<file path="src/fsi_map.vh">
// register map, field positions, reset values and timing constants of the status indicator
`ifndef FSI_MAP_VH
`define FSI_MAP_VH

// register byte offsets (word aligned)
`define FSI_ADDR_W          4
`define FSI_OFS_STATUS      4'h0
`define FSI_OFS_IRQ_STAT    4'h4
`define FSI_OFS_IRQ_MASK    4'h8
`define FSI_OFS_CTRL        4'hC

// status register fields
`define FSI_ST_STATE_LSB    0
`define FSI_ST_STATE_MSB    3
`define FSI_ST_LINK         4
`define FSI_ST_ACTIVITY     5
`define FSI_ST_COMM_ERR     6
`define FSI_ST_SDO          7
`define FSI_ST_PDO_IN       8
`define FSI_ST_PDO_OUT      9
`define FSI_ST_FLAG         10

// interrupt events
`define FSI_IRQ_W           4
`define FSI_EV_OP_ENTER     0
`define FSI_EV_OP_LEAVE     1
`define FSI_EV_COMM_ERR     2
`define FSI_EV_LINK_LOST    3
`define FSI_IRQ_MASK_RST    4'h0

// control register
`define FSI_CTRL_RUN        0
`define FSI_CTRL_RST        1'h1

// synchronised input bits
`define FSI_IN_W            8
`define FSI_IN_LINK         0
`define FSI_IN_FRAME        1
`define FSI_IN_COMM_ERR     2
`define FSI_IN_CARD         3
`define FSI_IN_UNIT_ERR     4
`define FSI_IN_UNIT_WARN    5
`define FSI_IN_UNIT_ALARM   6
`define FSI_IN_SLAVES_OK    7

// timing: clock in kHz and times in ms
`define FSI_CLK_KHZ         125000
`define FSI_TICK_MS         50
`define FSI_INIT_MS         10
`define FSI_DWELL_MS        2
`define FSI_ACT_HOLD_TICKS  5'h02
`define FSI_FRAME_LAST      5'h17
`define FSI_BLINK_BIT       2
`define FSI_FLASH_LAST      5'h03

`endif
</file>
<file path="src/fsi_core.v">
// fieldbus status indicator: state machine, traffic gates, indicators and wishbone registers
//
// Function
// RULE_01: network state indicator is off in init, blinks in pre-operational, single-flashes in safe-operational and is steady in operational.
// RULE_02: network error indicator is lit exactly while a communication error is present.
// RULE_03: link/activity indicator is off while no physical link exists.
// RULE_04: link/activity indicator flickers while linked and frames are moving.
// RULE_05: link/activity indicator is steady on while linked with no frames moving.
// RULE_06: card access indicator is lit only while the memory card is accessed.
// RULE_07: in init all mailbox and process data traffic is blocked both ways.
// RULE_08: in pre-operational mailbox traffic is allowed and process data is blocked both ways.
// RULE_09: in safe-operational mailbox and slave-to-master process data are allowed, master-to-slave blocked.
// RULE_10: state transitions with the slaves run on their own without user action.
// RULE_11: in operational the state indicator is steady and the link established flag is raised.
// RULE_12: after reset communication starts and the link established flag reports the links.
// RULE_13: in operational mailbox and process data are allowed both ways.
// RULE_14: unit fault indicator is steady on error, flickers on warning, and the alarm indicator shows an alarm.
//
// Local design decisions: register access over Wishbone and the address map.
`timescale 1ns/10ps
`include "fsi_map.vh"
module fsi_core #(
   parameter INIT_CYCLES  = `FSI_INIT_MS * `FSI_CLK_KHZ,
   parameter DWELL_CYCLES = `FSI_DWELL_MS * `FSI_CLK_KHZ,
   parameter TICK_CYCLES  = `FSI_TICK_MS * `FSI_CLK_KHZ
) (
   input  wire        core_clk,
   input  wire        rst,
   // wishbone slave
   input  wire        wb_cyc_i,
   input  wire        wb_stb_i,
   input  wire        wb_we_i,
   input  wire [3:0]  wb_adr_i,
   input  wire [3:0]  wb_sel_i,
   input  wire [31:0] wb_dat_i,
   output reg  [31:0] wb_dat_o,
   output reg         wb_ack_o,
   output reg         irq,
   // pins from the network side and the unit
   input  wire        phy_link_up,
   input  wire        frame_activity,
   input  wire        comm_error,
   input  wire        card_access,
   input  wire        unit_error,
   input  wire        unit_warning,
   input  wire        unit_alarm,
   input  wire        slaves_state_ok,
   // indicators, traffic gates and host flag
   output reg         network_state_led,
   output reg         network_error_led,
   output reg         link_activity_led,
   output reg         card_access_led,
   output reg         unit_fault_led,
   output reg         unit_alarm_led,
   output reg         sdo_enable,
   output reg         pdo_in_enable,
   output reg         pdo_out_enable,
   output reg         link_established_flag
);

   // one-hot states of the fieldbus state machine
   localparam [3:0] ST_INIT = 4'h1;
   localparam [3:0] ST_PRE  = 4'h2;
   localparam [3:0] ST_SAFE = 4'h4;
   localparam [3:0] ST_OP   = 4'h8;

   wire [`FSI_IN_W-1:0] pins_raw;
   reg  [`FSI_IN_W-1:0] sync1_reg;
   reg  [`FSI_IN_W-1:0] sync2_reg;
   reg  [3:0]           state_reg;
   reg  [3:0]           state_next;
   reg  [31:0]          wait_reg;
   reg  [31:0]          wait_next;
   reg  [4:0]           act_reg;
   reg                  err_d_reg;
   reg                  link_d_reg;
   reg  [`FSI_IRQ_W-1:0] irq_stat_reg;
   reg  [`FSI_IRQ_W-1:0] irq_mask_reg;
   reg                  run_reg;
   reg  [31:0]          rd_data;
   wire                 tick;
   wire                 blink;
   wire                 flash;
   wire                 flicker;
   wire                 link_s;
   wire                 frame_s;
   wire                 err_s;
   wire                 slaves_ok_s;
   wire                 active;
   wire                 wb_req;
   wire                 wb_commit;
   wire                 wr_stat;
   wire                 wr_mask;
   wire                 wr_ctrl;
   wire [`FSI_IRQ_W-1:0] events;
   wire [`FSI_IRQ_W-1:0] clr_bits;
   wire [31:0]          status_word;

   assign pins_raw = {slaves_state_ok, unit_alarm, unit_warning, unit_error,
                      card_access, comm_error, frame_activity, phy_link_up};

   // two-stage synchroniser per pin; only the second stage is used below
   // a single flop would let a slow pin edge go metastable into the state logic
   genvar gi;
   generate
      for (gi = 0; gi < `FSI_IN_W; gi = gi + 1) begin : g_sync
         always @(posedge core_clk or posedge rst) begin
            if (rst) begin
               sync1_reg[gi] <= 1'b0;
               sync2_reg[gi] <= 1'b0;
            end else begin
               sync1_reg[gi] <= pins_raw[gi];
               sync2_reg[gi] <= sync1_reg[gi];
            end
         end
      end
   endgenerate

   assign link_s      = sync2_reg[`FSI_IN_LINK];
   assign frame_s     = sync2_reg[`FSI_IN_FRAME];
   assign err_s       = sync2_reg[`FSI_IN_COMM_ERR];
   assign slaves_ok_s = sync2_reg[`FSI_IN_SLAVES_OK];

   // shared time base and indicator patterns
   fsi_led_pattern #(
      .TICK_CYCLES (TICK_CYCLES)
   ) u_pattern (
      .core_clk (core_clk),
      .rst      (rst),
      .tick     (tick),
      .blink    (blink),
      .flash    (flash),
      .flicker  (flicker)
   );

   // activity stays asserted a few ticks after the last frame so short bursts show
   // trade-off: the hold hides gaps between frames but delays the idle indication
   always @(posedge core_clk or posedge rst) begin
      if (rst) begin
         act_reg <= 5'h0;
      end else if (frame_s) begin
         act_reg <= `FSI_ACT_HOLD_TICKS;
      end else if (tick && act_reg != 5'h0) begin
         act_reg <= act_reg - 5'h1;
      end
   end
   assign active = (act_reg != 5'h0);

   // next-state logic; link loss and stop outrank the error fallback below,
   // so a dead cable never lingers in a mailbox-only state
   // RULE_10 autonomous stepping: init wait, then advance while the slaves confirm
   // RULE_12 start after reset with no software action; run defaults on
   always @* begin
      state_next = state_reg;
      wait_next  = (wait_reg != 32'h0) ? wait_reg - 32'h1 : 32'h0;
      case (state_reg)
         ST_INIT: begin
            if (link_s && run_reg && wait_reg == 32'h0) begin
               state_next = ST_PRE;
               wait_next  = DWELL_CYCLES;
            end
         end
         ST_PRE: begin
            if (slaves_ok_s && wait_reg == 32'h0) begin
               state_next = ST_SAFE;
               wait_next  = DWELL_CYCLES;
            end
         end
         ST_SAFE: begin
            if (slaves_ok_s && !err_s && wait_reg == 32'h0) begin
               state_next = ST_OP;
            end
         end
         ST_OP: begin
            state_next = ST_OP;
         end
         default: begin
            state_next = ST_INIT;
            wait_next  = INIT_CYCLES;
         end
      endcase
      // a communication error drops back to mailbox-only operation
      if ((state_reg == ST_SAFE || state_reg == ST_OP) && err_s) begin
         state_next = ST_PRE;
         wait_next  = DWELL_CYCLES;
      end
      // losing the link or being stopped restarts from init
      if (state_reg != ST_INIT && (!link_s || !run_reg)) begin
         state_next = ST_INIT;
         wait_next  = INIT_CYCLES;
      end
   end

   // state register; init wait loaded at reset
   always @(posedge core_clk or posedge rst) begin
      if (rst) begin
         state_reg <= ST_INIT;
         wait_reg  <= INIT_CYCLES;
      end else begin
         state_reg <= state_next;
         wait_reg  <= wait_next;
      end
   end

   // traffic gates, decoded from the state once per cycle
   always @(posedge core_clk or posedge rst) begin
      if (rst) begin
         sdo_enable     <= 1'b0;
         pdo_in_enable  <= 1'b0;
         pdo_out_enable <= 1'b0;
      end else begin
         case (state_reg)
            // RULE_08 mailbox only
            ST_PRE: begin
               sdo_enable     <= 1'b1;
               pdo_in_enable  <= 1'b0;
               pdo_out_enable <= 1'b0;
            end
            // RULE_09 mailbox and inputs
            ST_SAFE: begin
               sdo_enable     <= 1'b1;
               pdo_in_enable  <= 1'b1;
               pdo_out_enable <= 1'b0;
            end
            // RULE_13 everything open
            ST_OP: begin
               sdo_enable     <= 1'b1;
               pdo_in_enable  <= 1'b1;
               pdo_out_enable <= 1'b1;
            end
            // RULE_07 all traffic blocked
            default: begin
               sdo_enable     <= 1'b0;
               pdo_in_enable  <= 1'b0;
               pdo_out_enable <= 1'b0;
            end
         endcase
      end
   end

   // front-panel indicators and host flag
   // every indicator is registered so the panel never sees decode glitches
   always @(posedge core_clk or posedge rst) begin
      if (rst) begin
         network_state_led     <= 1'b0;
         network_error_led     <= 1'b0;
         link_activity_led     <= 1'b0;
         card_access_led       <= 1'b0;
         unit_fault_led        <= 1'b0;
         unit_alarm_led        <= 1'b0;
         link_established_flag <= 1'b0;
      end else begin
         // RULE_01 state pattern select
         case (state_reg)
            ST_PRE:  network_state_led <= blink;
            ST_SAFE: network_state_led <= flash;
            // RULE_11 steady in operational
            ST_OP:   network_state_led <= 1'b1;
            default: network_state_led <= 1'b0;
         endcase
         // RULE_11 flag follows operational
         // RULE_12 links reported to host
         link_established_flag <= (state_reg == ST_OP);
         // RULE_02 error indicator
         network_error_led <= err_s;
         // RULE_03 off without link
         // RULE_04 flicker on traffic
         // RULE_05 steady when idle
         link_activity_led <= link_s & (active ? flicker : 1'b1);
         // RULE_06 card access
         card_access_led <= sync2_reg[`FSI_IN_CARD];
         // RULE_14 error beats warning
         unit_fault_led <= sync2_reg[`FSI_IN_UNIT_ERR] |
                           (sync2_reg[`FSI_IN_UNIT_WARN] & flicker);
         // RULE_14 alarm indicator
         unit_alarm_led <= sync2_reg[`FSI_IN_UNIT_ALARM];
      end
   end

   // wishbone decode; ack answers one cycle after the request is seen, and a write
   // commits on the edge at which the master samples that ack, while it still holds
   // address and data
   assign wb_req    = wb_cyc_i & wb_stb_i & ~wb_ack_o;
   assign wb_commit = wb_cyc_i & wb_stb_i & wb_we_i & wb_ack_o;
   // only the low byte lane carries register bits, so sel[0] alone gates a write
   assign wr_stat = wb_commit & wb_sel_i[0] & (wb_adr_i == `FSI_OFS_IRQ_STAT);
   assign wr_mask = wb_commit & wb_sel_i[0] & (wb_adr_i == `FSI_OFS_IRQ_MASK);
   assign wr_ctrl = wb_commit & wb_sel_i[0] & (wb_adr_i == `FSI_OFS_CTRL);

   // events, each one cycle long
   // edges are taken from synced levels, so a pin glitch shorter than a cycle may be lost
   assign events[`FSI_EV_OP_ENTER]  = (state_next == ST_OP) && (state_reg != ST_OP);
   assign events[`FSI_EV_OP_LEAVE]  = (state_reg == ST_OP) && (state_next != ST_OP);
   assign events[`FSI_EV_COMM_ERR]  = err_s & ~err_d_reg;
   assign events[`FSI_EV_LINK_LOST] = link_d_reg & ~link_s;

   // write-one-clear bits; zero outside a committed status write
   assign clr_bits = wr_stat ? wb_dat_i[`FSI_IRQ_W-1:0] : {`FSI_IRQ_W{1'b0}};

   // sticky status: a new event wins over a write-one clear in the same cycle
   // irq is registered, so it trails a status or mask change by one cycle
   always @(posedge core_clk or posedge rst) begin
      if (rst) begin
         err_d_reg    <= 1'b0;
         link_d_reg   <= 1'b0;
         irq_stat_reg <= {`FSI_IRQ_W{1'b0}};
         irq_mask_reg <= `FSI_IRQ_MASK_RST;
         run_reg      <= `FSI_CTRL_RST;
         irq          <= 1'b0;
      end else begin
         err_d_reg    <= err_s;
         link_d_reg   <= link_s;
         irq_stat_reg <= (irq_stat_reg & ~clr_bits) | events;
         if (wr_mask) begin
            irq_mask_reg <= wb_dat_i[`FSI_IRQ_W-1:0];
         end
         if (wr_ctrl) begin
            run_reg <= wb_dat_i[`FSI_CTRL_RUN];
         end
         irq <= |(irq_stat_reg & irq_mask_reg);
      end
   end

   // status snapshot; link and error bits show synced pins, activity the tick-held frame pin, not the leds
   assign status_word = {21'h0, link_established_flag, pdo_out_enable, pdo_in_enable,
                         sdo_enable, err_s, active, link_s, state_reg};

   // read mux; unmapped offsets read zero and are still acknowledged
   always @* begin
      case (wb_adr_i)
         `FSI_OFS_STATUS:   rd_data = status_word;
         `FSI_OFS_IRQ_STAT: rd_data = {28'h0, irq_stat_reg};
         `FSI_OFS_IRQ_MASK: rd_data = {28'h0, irq_mask_reg};
         `FSI_OFS_CTRL:     rd_data = {31'h0, run_reg};
         default:           rd_data = 32'h0;
      endcase
   end

   // single-cycle ack, dropped the cycle after it is given
   always @(posedge core_clk or posedge rst) begin
      if (rst) begin
         wb_ack_o <= 1'b0;
         wb_dat_o <= 32'h0;
      end else begin
         wb_ack_o <= wb_req;
         wb_dat_o <= wb_req ? rd_data : 32'h0;
      end
   end

endmodule

</file>
<file path="src/fsi_led_pattern.v">
// time base and blink, single-flash and flicker patterns for the indicators
`timescale 1ns/10ps
`include "fsi_map.vh"
module fsi_led_pattern #(
   parameter TICK_CYCLES = `FSI_TICK_MS * `FSI_CLK_KHZ
) (
   input  wire       core_clk,
   input  wire       rst,
   output reg        tick,
   output reg        blink,
   output reg        flash,
   output reg        flicker
);

   reg [31:0] div_reg;
   reg [4:0]  phase_reg;

   // base tick divider; one tick pulse per period
   always @(posedge core_clk or posedge rst) begin
      if (rst) begin
         div_reg <= 32'h0;
         tick    <= 1'b0;
      end else if (div_reg == TICK_CYCLES - 1) begin
         div_reg <= 32'h0;
         tick    <= 1'b1;
      end else begin
         div_reg <= div_reg + 32'h1;
         tick    <= 1'b0;
      end
   end

   // phase walks one pattern frame; blink and flash derived from it stay in step, flicker toggles on the tick
   always @(posedge core_clk or posedge rst) begin
      if (rst) begin
         phase_reg <= 5'h0;
         blink     <= 1'b0;
         flash     <= 1'b0;
         flicker   <= 1'b0;
      end else begin
         if (tick) begin
            phase_reg <= (phase_reg == `FSI_FRAME_LAST) ? 5'h0 : phase_reg + 5'h1;
            flicker   <= ~flicker;
         end
         blink <= ~phase_reg[`FSI_BLINK_BIT];
         flash <= (phase_reg <= `FSI_FLASH_LAST);
      end
   end

endmodule

</file>
<file path="config.mk">
export PLATFORM = sky130hd
export DESIGN_NAME = fsi_core
export DESIGN_NICKNAME = d
export VERILOG_FILES = /design/src/fsi_core.v /design/src/fsi_led_pattern.v
export VERILOG_INCLUDE_DIRS = /design/src /design/src/src
export SDC_FILE = /design/constraint.sdc
export NUM_CORES = 1
export LEC_CHECK = 0
export ABC_AREA = 1
export BUFFER_PORTS_ARGS = -buffer_cell sky130_fd_sc_hd__buf_2
export CAP_MARGIN = 15
export CORE_ASPECT_RATIO = 2
export CORE_MARGIN = 5
export CORE_UTILIZATION = 40
export DETAILED_ROUTE_END_ITERATION = 10
export PLACE_DENSITY = 0.66
export SETUP_SLACK_MARGIN = 0.5
export SLEW_MARGIN = 20
export SYNTH_ARGS = -nofsm -noshare
export SYNTH_HDL_FRONTEND = slang
export SYNTH_HIERARCHICAL = 1
export SYNTH_SLANG_ARGS = --single-unit
</file>
<file path="constraint.sdc">
create_clock -name core_clk -period 2.8 [get_ports core_clk]
set_input_delay 0.42 -clock core_clk [delete_from_list [all_inputs] [get_ports core_clk]]
set_output_delay 0.42 -clock core_clk [all_outputs]
set_load 0.01 [all_outputs]
</file>
==> qor.csv, run 1 <==
metric;value;unit
outcome;completed;
commonest cells in the synthesized netlist;sky130_fd_sc_hd__nand2_1, sky130_fd_sc_hd__nor2_1, sky130_fd_sc_hd__inv_1;
share of power burned in combinational logic;2.3;%
library cell appearing most often on the critical path;sky130_fd_sc_hd__inv_1;
critical path's top delay family;simple AND/OR/NAND/NOR gates;
measured slew at the worst slew-check pin;0.546;ns
average via count per standard cell;4.68;
number of unique standard cell types used by synthesis;40;
proportion of synthesized chip area in sequential cells;48.0;%
CP Max Fanout;7;
effective utilization at floorplan;40.5;%
CTS tree;yes;
number of clock sinks;129;
Core Rows;67;
clock skew;0.00793;ns
Detailed Place HPWL;11.5;mm
kind of end point of the critical path;register;
setup repair after global routing missed its margin;false;
Slew Limit Headroom;63.6;%
PwrDens;545;nW/um2
Core Region;16700;um2
All-Layer GR Usage;16.4;%
antenna violations before repair;0;
global-route wire length before repair;25.2;mm
post-synthesis async set-or-reset flop share;100;%
mean cell area of the mapped netlist;8.09;um2
Layout Nets;954;
Hold Vio Cnt, Final;0;
worst hold-check path type;in2async;
residual DRC count;0;
number of cells after detailed placement;1084;
class of the most critical setup path;reg2reg;
number of buffer and inverter instances along the worst setup path;3;
proportion of layout cells with a drive suffix above 1;17.8;%
post-DR wirelength/cell;13.3;um
total overflow reported by the global router;0;
cts bufs inserted;17;
Syn Std Cell Area;6760;um2
Antenna Nets Post-Route;0;
endpoints failing setup;0;
Period minus WS final;2.04;ns
floorplan die width;102;um
number of maximum-capacitance constraint violations;0;
achievable frequency;491;MHz
full die area;19700;um2
die extent in y;194;um
proportion of netlist area held by the largest area contributor;44.1;%
slowest cell on the critical path;sky130_fd_sc_hd__dfstp_2;
Clk network pwr share;52.7;%
starting DRC count in detailed routing;224;
portion of the clock cycle consumed by the worst path in the final layout;72.7;%
startpoint class of the critical path;register;
share of the core filled with cells;46.4;%
top post-synthesis cells by area;sky130_fd_sc_hd__dfrtp_1, sky130_fd_sc_hd__nand2_1, sky130_fd_sc_hd__nor2_1, sky130_fd_sc_hd__inv_1, sky130_fd_sc_hd__dfstp_2;
Seq cells post-synth;129;
setup repair bufs after CTS;0;
most used flip-flop cell after synthesis;sky130_fd_sc_hd__dfrtp_1;
Post-Place Setup Slack;0.793;ns
DR vias;5227;
Clock Latency Late Sink;0.41;ns
NetSw;969;uW
# diodes;0;
Int Power;3.25;mW
Total Wirelength;14.8;mm
number of global-route vias before repair;5490;
area added between synthesis and finish;14.5;%
switching part of the total;23.0;%
leakage power total;3.99;nW
Req. time, crit path;3.11;ns
maximum count of clock buffers along a single path;2;
Synth warnings;6;
Hold-fix buffers, CTS;0;
post-cts sizing count;0;
cells traversed along the worst timing path;inv_1, nor3_2, inv_1, nand2_2, nand2_4, nor2_8, inv_2, nor2_2, o21ai_0;
count of flip-flops with a built-in enable after synthesis;0;
ports placed on the boundary;97;
number of iterations in the first detailed-routing pass;4;
critical path arrival;2.34;ns
final standard cell count with taps included and fillers excluded;1116;
post-synth top area cell;sky130_fd_sc_hd__dfrtp_1;
PnR worst setup slack;0.764;ns
maximum number of pins on one net before global-route repair;42;
largest voltage drop on the vdd net;345;uV
Port Buf Inserts;44;
sequential share of power;45.0;%
maximum level of the CTS H-tree;4;
clock input transition at the sequential cells of the worst setup and hold paths;0.06;ns
most instantiated library cell after synthesis;sky130_fd_sc_hd__nand2_1;
Largest stage delay, worst path;0.56;ns
placer congestion estimate;0.866;
cell count after synthesis;835;
number of pins exceeding their max-slew limit in the final report;0;
Pwr Total;4.22;mW
Fin Setup TNS;0;ns
Clock Tree Root;sky130_fd_sc_hd__clkbuf_16;
## area by class of cell
class | count | area, um2
inverter | 133 | 508
tap | 207 | 259
clock buffer | 17 | 425
fill | 1665 | 8940
timing repair buffer | 47 | 243
clock inverter | 15 | 171
multi-input combinational | 568 | 2890
sequential | 129 | 3240
## cells in the final DEF (no fill, tap or decap), drive strengths merged, types with 4 or more instances in the layout
master,synthesis,final
o21ai,29,29
conb,1,21
clkbuf,1,17
nand3,48,48
nand4,15,15
clkinvlp,0,4
nand2,205,205
ha,5,5
dfstp,10,10
buf,24,47
dfrtp,119,119
xor2,27,27
xnor2,4,4
inv,132,139
nor3,17,17
a21oi,10,10
nor2,166,166
## per-stage QoR
stage | hold slack (ns) | cell area (um2)
after floorplan | 0.331 | 6840
after global placement | 0.335 | 7140
after detailed placement | 0.337 | 7140
after CTS | 0.0238 | 7740
after global routing | 0.0520 | 7740
final | 0.0331 | 7740
## worst paths after layout
check                           startpoint           end  slack (ns)  depth (start not counted)
hold reg to reg               sync1_reg[1]       frame_s        0.35                          0
hold / removal                         rst  sync1_reg[7]        0.03                          2
setup / recovery              state_reg[0]   wait_reg[7]        0.76                          9
setup reg to reg              state_reg[0]   wait_reg[7]        0.76                          9
min in group core_clk      slaves_state_ok  sync1_reg[7]        0.11                          1
max in group asynchronous              rst       run_reg        1.94                          3
## worst register-to-register path: stages (launching register included)
cell                      delay [ns]
sky130_fd_sc_hd__dfstp_2        0.56
sky130_fd_sc_hd__inv_1          0.07
sky130_fd_sc_hd__nor3_2         0.25
sky130_fd_sc_hd__inv_1          0.10
sky130_fd_sc_hd__nand2_2        0.16
sky130_fd_sc_hd__nand2_4        0.09
sky130_fd_sc_hd__nor2_8         0.20
sky130_fd_sc_hd__inv_2          0.06
sky130_fd_sc_hd__nor2_2         0.25
sky130_fd_sc_hd__o21ai_0        0.19
## power groups by stage
| stage | Clock [mW] | Combinational, mW | Sequential [mW] |
|---|---|---|---|
| finish | 2.22 | 0.0976 | 1.90 |
| global route | 2.37 | 0.117 | 1.90 |
| CTS | 2.28 | 0.102 | 1.90 |
| detailed placement | 0 | 0.101 | 1.93 |
| global placement | 0 | 0.100 | 1.93 |
| floorplan | 0 | 0.0761 | 1.93 |
## per-layer routing
metal  track usage [%]  wire length [um]
met4              9.20               687
met1              15.3              5020
met5                 0                 0
met2              31.6              8730
met3              3.17               407
## cell families (layout without fill, tap and decap cells)
kind of cell    after synthesis  in the layout  synth area share (%)
compound gates               53             53                  4.44
xor+xnor                     31             31                  4.02
fa+ha+maj                     5              5                 0.926
buf+inv                     158            212                  10.4
flops                       129            129                  48.0
other cells                   1             21                0.0555
simple gates                458            458                  32.2
Power figures use the tool's default switching activity.
==> inputs of run 2 (changes only) <==
--- a/config.mk
+++ b/config.mk
@@ -13,7 +13,7 @@
 export CORE_MARGIN = 5
 export CORE_UTILIZATION = 40
 export DETAILED_ROUTE_END_ITERATION = 10
-export PLACE_DENSITY = 0.66
+export PLACE_DENSITY = 0.64
 export SETUP_SLACK_MARGIN = 0.5
 export SLEW_MARGIN = 20
 export SYNTH_ARGS = -nofsm -noshare
==> constraint.sdc (replaced) <==
create_clock -name core_clk -period 1.9 [get_ports core_clk]
set_input_delay 0.285 -clock core_clk [delete_from_list [all_inputs] [get_ports core_clk]]
set_output_delay 0.285 -clock core_clk [all_outputs]
set_load 0.01 [all_outputs]
==> run 2 against run 1 <==
Effect of this change: sequential cell count unchanged; hold slack improved by 0.15 ns; maximum frequency increased by 17%; final cell count increased by 6.3%; power increased by 52%; final area increased by 16%; via count increased by 9.2%; register-to-register slack got worse by 0.61 ns; non-clock buffer count increased by 67; critical path depth increased by 1; critical path type unchanged; highest routed layer is now met5.
==> qor.csv, run 2 (synthesized netlist as in run 1, its figures left out) <==
metric;value;unit
outcome;completed;
commonest cells after routing, fill and taps aside;sky130_fd_sc_hd__nand2_1, sky130_fd_sc_hd__dfrtp_1, sky130_fd_sc_hd__inv_1;
Slew Limit Headroom;62.9;%
All-Layer GR Usage;18.5;%
floorplan die width;102;um
Core Region;16700;um2
leakage power total;4.50;nW
kind of end point of the critical path;register;
class of the most critical setup path;reg2reg;
CTS tree;yes;
number of inserted filler cells in the final layout;1500;
Period minus WS final;1.75;ns
Layout Nets;1024;
antenna violations before repair;1;
Core Rows;67;
maximum number of pins on one net before global-route repair;42;
maximum count of clock buffers along a single path;2;
number of iterations in the first detailed-routing pass;4;
Clock Tree Root;sky130_fd_sc_hd__clkbuf_16;
proportion of layout cells with a drive suffix above 1;32.3;%
effective utilization at floorplan;40.5;%
achievable frequency;573;MHz
Hold Path Stages;3;
ports placed on the boundary;97;
share of the core filled with cells;53.8;%
Fin Setup TNS;0;ns
total overflow reported by the global router;0;
depth of the worst register-to-register path;10;
startpoint class of the critical path;register;
critical path arrival;2.09;ns
largest voltage drop on the vdd net;515;uV
CP Max Fanout;5;
number of maximum-capacitance constraint violations;0;
global-route wire length before repair;28.2;mm
measured slew at the worst slew-check pin;0.556;ns
full die area;19700;um2
cts bufs inserted;17;
clock input transition at the sequential cells of the worst setup and hold paths;0.05;ns
average via count per standard cell;4.81;
clock skew;0.0125;ns
post-DR wirelength/cell;15.1;um
Clock Latency Late Sink;0.42;ns
number of global-route vias before repair;5928;
residual DRC count;0;
number of cells after detailed placement;1102;
Largest stage delay, worst path;0.57;ns
area added between synthesis and finish;32.7;%
leading cell type in the layout, fill and taps excluded;sky130_fd_sc_hd__nand2_1;
number of pins exceeding their max-slew limit in the final report;0;
number of clock sinks;129;
Port Buf Inserts;44;
portion of the clock cycle consumed by the worst path in the final layout;91.9;%
Antenna Nets Post-Route;0;
maximum level of the CTS H-tree;4;
die extent in y;194;um
Total Wirelength;17.9;mm
starting DRC count in detailed routing;203;
Detailed Place HPWL;12.5;mm
cells traversed along the worst timing path;inv_2, nor3_4, inv_2, nand2_4, nand2_4, nor2_8, buf_12, buf_12, nand2_8, nor2_4;
final standard cell count with taps included and fillers excluded;1186;
endpoints failing setup;0;
DR vias;5709;
Hold Vio Cnt, Final;0;
slowest cell on the critical path;sky130_fd_sc_hd__dfstp_2;
placer congestion estimate;0.934;
Req. time, crit path;2.24;ns
worst hold-check path type;in2reg;
# diodes;0;
PwrDens;715;nW/um2
setup repair after global routing missed its margin;true;
==> run 2: changes by cell type in the layout (fill, tap and decap cells not counted), sizes merged <==
cell / delta
buf: +58
bufinv: +2
clkbuf: +5
clkinv: +3
clkinvlp: -2
dlygate4sd3: +9
inv: -8
nand2: +3
==> run 2: layout make-up <==
type	instances	area (um2)	area share, %
repair buffers	114	853	9.52
clock inverters	10	160	1.79
multi-input cells	571	3450	38.5
clock buffers	22	464	5.18
inverters	133	536	5.97
flip-flops and latches	129	3240	36.2
well taps	207	259	2.89
==> run 2: worst paths after layout <==
path	start	to	slack, ns
worst max-delay path	state_reg[0]	wait_reg[11]	0.15
worst min-delay path	wb_dat_i[1]	irq_mask_reg[1]	0.18
worst max register to register	state_reg[0]	wait_reg[11]	0.15
worst min register to register	sync1_reg[6]	sync2_reg[6]	0.34
max in group asynchronous	rst	run_reg	0.82
min in group asynchronous	rst	slaves_ok_s	0.46
==> run 2: worst max-delay path, delay by kind of cell, from the launching register on <==
family	cells	cell delay (ns)
buffers and inverters	4	0.42
DFF	1	0.57
and+or+nand+nor	6	0.66
==> run 2: timing repair <==
action / CTS / global route
gates cloned: 2 / 1
hold buffers: 9 / 0
gates resized for setup: 65 / 80
pin swaps: 27 / 32
setup buffers: 30 / 10
endpoints found under the hold margin: 24 / 0
setup endpoints to repair: 64 / 75
==> run 2: through the flow <==
step / worst slack [ns] / hold WS (ns) / power [mW] / instance area [um2]
floorplan: 0.315 / 0.316 / 2.95 / 6880
global placement: 0.0816 / 0.333 / 3.00 / 7350
detailed placement: 0.0152 / 0.335 / 3.01 / 7350
CTS: 0.212 / 0.168 / 6.47 / 8560
global route: 0.0929 / 0.192 / 6.62 / 8970
finish: 0.154 / 0.179 / 6.41 / 8970
==> run 2: layer usage <==
metal / routed length [um] / track usage [%] / vias to the layer above
met5: 14 / 0 / -
met4: 958 / 10.2 / 2
met3: 541 / 3.78 / 61
met2: 10700 / 36.9 / 128
met1: 5630 / 16.0 / 2712
li1: - / - / 2806
==> run 2: power by group <==
| part | switching (mW) | leakage, nW | internal [mW] | total (mW) |
|---|---|---|---|---|
| logic | 0.117 | 2.53 | 0.0554 | 0.173 |
| clock network | 1.18 | 0.304 | 2.26 | 3.44 |
| registers | 0.0183 | 1.66 | 2.78 | 2.80 |
| total | 1.31 | 4.50 | 5.10 | 6.41 |
==> inputs of run 3 (changes only) <==
==> constraint.sdc (replaced) <==
create_clock -name core_clk -period 2 [get_ports core_clk]
set_input_delay 0.3 -clock core_clk [delete_from_list [all_inputs] [get_ports core_clk]]
set_output_delay 0.3 -clock core_clk [all_outputs]
set_load 0.01 [all_outputs]
==> run 3 against run 2 <==
Effect of this change: worst setup slack improved by 0.14 ns; global-route usage is 0.43 points lower; routed wire length is 5.4% lower; sequential power fell by 5%; register-to-register slack improved by 0.14 ns; count of clock-buffer cells in the layout fell by 2; via count fell by 0.40%; critical endpoint is now wait_reg[14]; largest cell class unchanged; largest power group unchanged.
==> qor.csv, run 3 (synthesized netlist as in run 1, its figures left out) <==
metric;value;unit
outcome;completed;
maximum count of clock buffers along a single path;2;
ports placed on the boundary;97;
Clock Tree Root;sky130_fd_sc_hd__clkbuf_16;
leading cell type in the layout, fill and taps excluded;sky130_fd_sc_hd__nand2_1;
worst hold-check path type;in2reg;
Total Wirelength;16.9;mm
largest voltage drop on the vdd net;455;uV
Endpoint, Worst Hold;run_reg;
share of the core filled with cells;53.0;%
setup repair after global routing missed its margin;true;
Core Rows;67;
CP Max Fanout;5;
number of maximum-capacitance constraint violations;0;
launch instance of the worst register-to-register path;wait_reg[1];
Layout Nets;1024;
number of iterations in the first detailed-routing pass;4;
cts bufs inserted;17;
residual DRC count;0;
critical path arrival;2.05;ns
area of placed instances;7310;um2
maximum number of pins on one net before global-route repair;42;
Fin Setup TNS;0;ns
number of pins exceeding their max-slew limit in the final report;0;
Slew Limit Headroom;62.7;%
Clk network pwr share;52.0;%
DR vias;5686;
number of clock sinks;129;
depth of the worst register-to-register path;10;
commonest cells after routing, fill and taps aside;sky130_fd_sc_hd__nand2_1, sky130_fd_sc_hd__dfrtp_1, sky130_fd_sc_hd__inv_1;
slowest cell on the critical path;sky130_fd_sc_hd__dfrtp_1;
Detailed Place HPWL;12.1;mm
cells traversed along the worst timing path;inv_2, ha_2, nand2_2, nor2_4, nand2_1, o21ai_1, nand2_1, nor2_1, nor2_1, nor2_1;
area added between synthesis and finish;30.8;%
floorplan die width;102;um
global-route wire length before repair;27.8;mm
All-Layer GR Usage;18.1;%
measured slew at the worst slew-check pin;0.560;ns
antenna violations before repair;0;
Hold Vio Cnt, Final;0;
die extent in y;194;um
slack of the worst reg-to-reg path;0.30;ns
library cell appearing most often on the critical path;sky130_fd_sc_hd__nor2_1;
clock input transition at the sequential cells of the worst setup and hold paths;0.06;ns
terminus of the critical flop-to-flop path;wait_reg[14];
portion of the clock cycle consumed by the worst path in the final layout;85.1;%
share of power burned in combinational logic;2.8;%
Clock Latency Late Sink;0.42;ns
class of the most critical setup path;reg2reg;
# diodes;0;
post-DR wirelength/cell;14.2;um
CTS tree;yes;
startpoint class of the critical path;register;
PwrDens;665;nW/um2
switching part of the total;22.8;%
average via count per standard cell;4.79;
placer congestion estimate;0.899;
kind of end point of the critical path;register;
number of global-route vias before repair;6009;
achievable frequency;587;MHz
leakage power total;4.44;nW
NetSw;1.34;mW
final non-filler cell area;8840;um2
clock skew;0.0112;ns
Core Region;16700;um2
maximum level of the CTS H-tree;4;
sequential share of power;45.2;%
proportion of layout cells with a drive suffix above 1;32.0;%
total overflow reported by the global router;0;
Req. time, crit path;2.35;ns
Largest stage delay, worst path;0.40;ns
Hold Path Stages;3;
Int Power;4.53;mW
endpoints failing setup;0;
starting DRC count in detailed routing;186;
startpoint of the worst hold path;wb_dat_i[0];
Port Buf Inserts;44;
Antenna Nets Post-Route;0;
origin of the worst setup path;wait_reg[1];
effective utilization at floorplan;40.5;%
Period minus WS final;1.70;ns
full die area;19700;um2
## run 3: layer usage
layer  track usage [%]  vias to the layer above  share of wire [%]
met5                 0                        -                  0
met4              12.7                        0                6.3
met3              3.35                       66                2.5
met2              34.3                      123                 59
met1              16.2                     2686                 32
li1                  -                     2811                  -
## run 3: final cells by class
| class | count | area (um2) |
|---|---|---|
| clock buffer | 20 | 467 |
| clock inverter | 12 | 123 |
| fill | 1522 | 7850 |
| inverter | 133 | 531 |
| multi-input combinational | 570 | 3360 |
| sequential | 129 | 3250 |
| tap | 207 | 259 |
| timing repair buffer | 115 | 850 |
## run 3: how the worst max path moves through the flow
| stage | to | slack, ns | cells past startpoint |
|---|---|---|---|
| after floorplan | wait_reg[3] | 0.41 | 9 |
| after global placement | wait_reg[12] | 0.20 | 9 |
| after detailed placement | wait_reg[12] | 0.15 | 12 |
| after CTS | wait_reg[14] | 0.33 | 14 |
| after global routing | wait_reg[14] | 0.18 | 10 |
| final | wait_reg[14] | 0.30 | 10 |
## run 3: through the flow
stage               instances  power (mW)  worst slack (ns)  hold WS (ns)
detailed placement       1097        2.85             0.154         0.336
finish                   1186        5.87             0.297         0.164
global placement         1097        2.85             0.202         0.332
CTS                      1167        5.95             0.333         0.152
floorplan                 855        2.81             0.415         0.331
global route             1186        6.08             0.184         0.182
## run 3: power groups by stage
stage | clock network, mW | logic, mW | registers (mW)
2_1_floorplan | 0 | 0.107 | 2.70
3_3_place_gp | 0 | 0.155 | 2.70
3_5_place_dp | 0 | 0.155 | 2.70
4_1_cts | 3.13 | 0.170 | 2.65
5_1_grt | 3.24 | 0.191 | 2.66
6_report | 3.05 | 0.164 | 2.65
## run 3: repair_timing
item                       CTS  global route
pin swaps                   25            35
hold endpoints to repair    18             0
hold buffers                 9             0
resized for setup           60            70
gates cloned                 2             0
buffers inserted            27            19
setup endpoints to repair   59            67
## run 3: worst max-delay path: cells and delay by family, from the launching register on
family	cells	cell delay, ns
adder cells (fa/ha/maj)	1	0.20
buffers and inverters	1	0.09
AND/OR/NAND/NOR	7	0.74
flip-flops	1	0.40
AO/OA/AOI/OAI	1	0.21
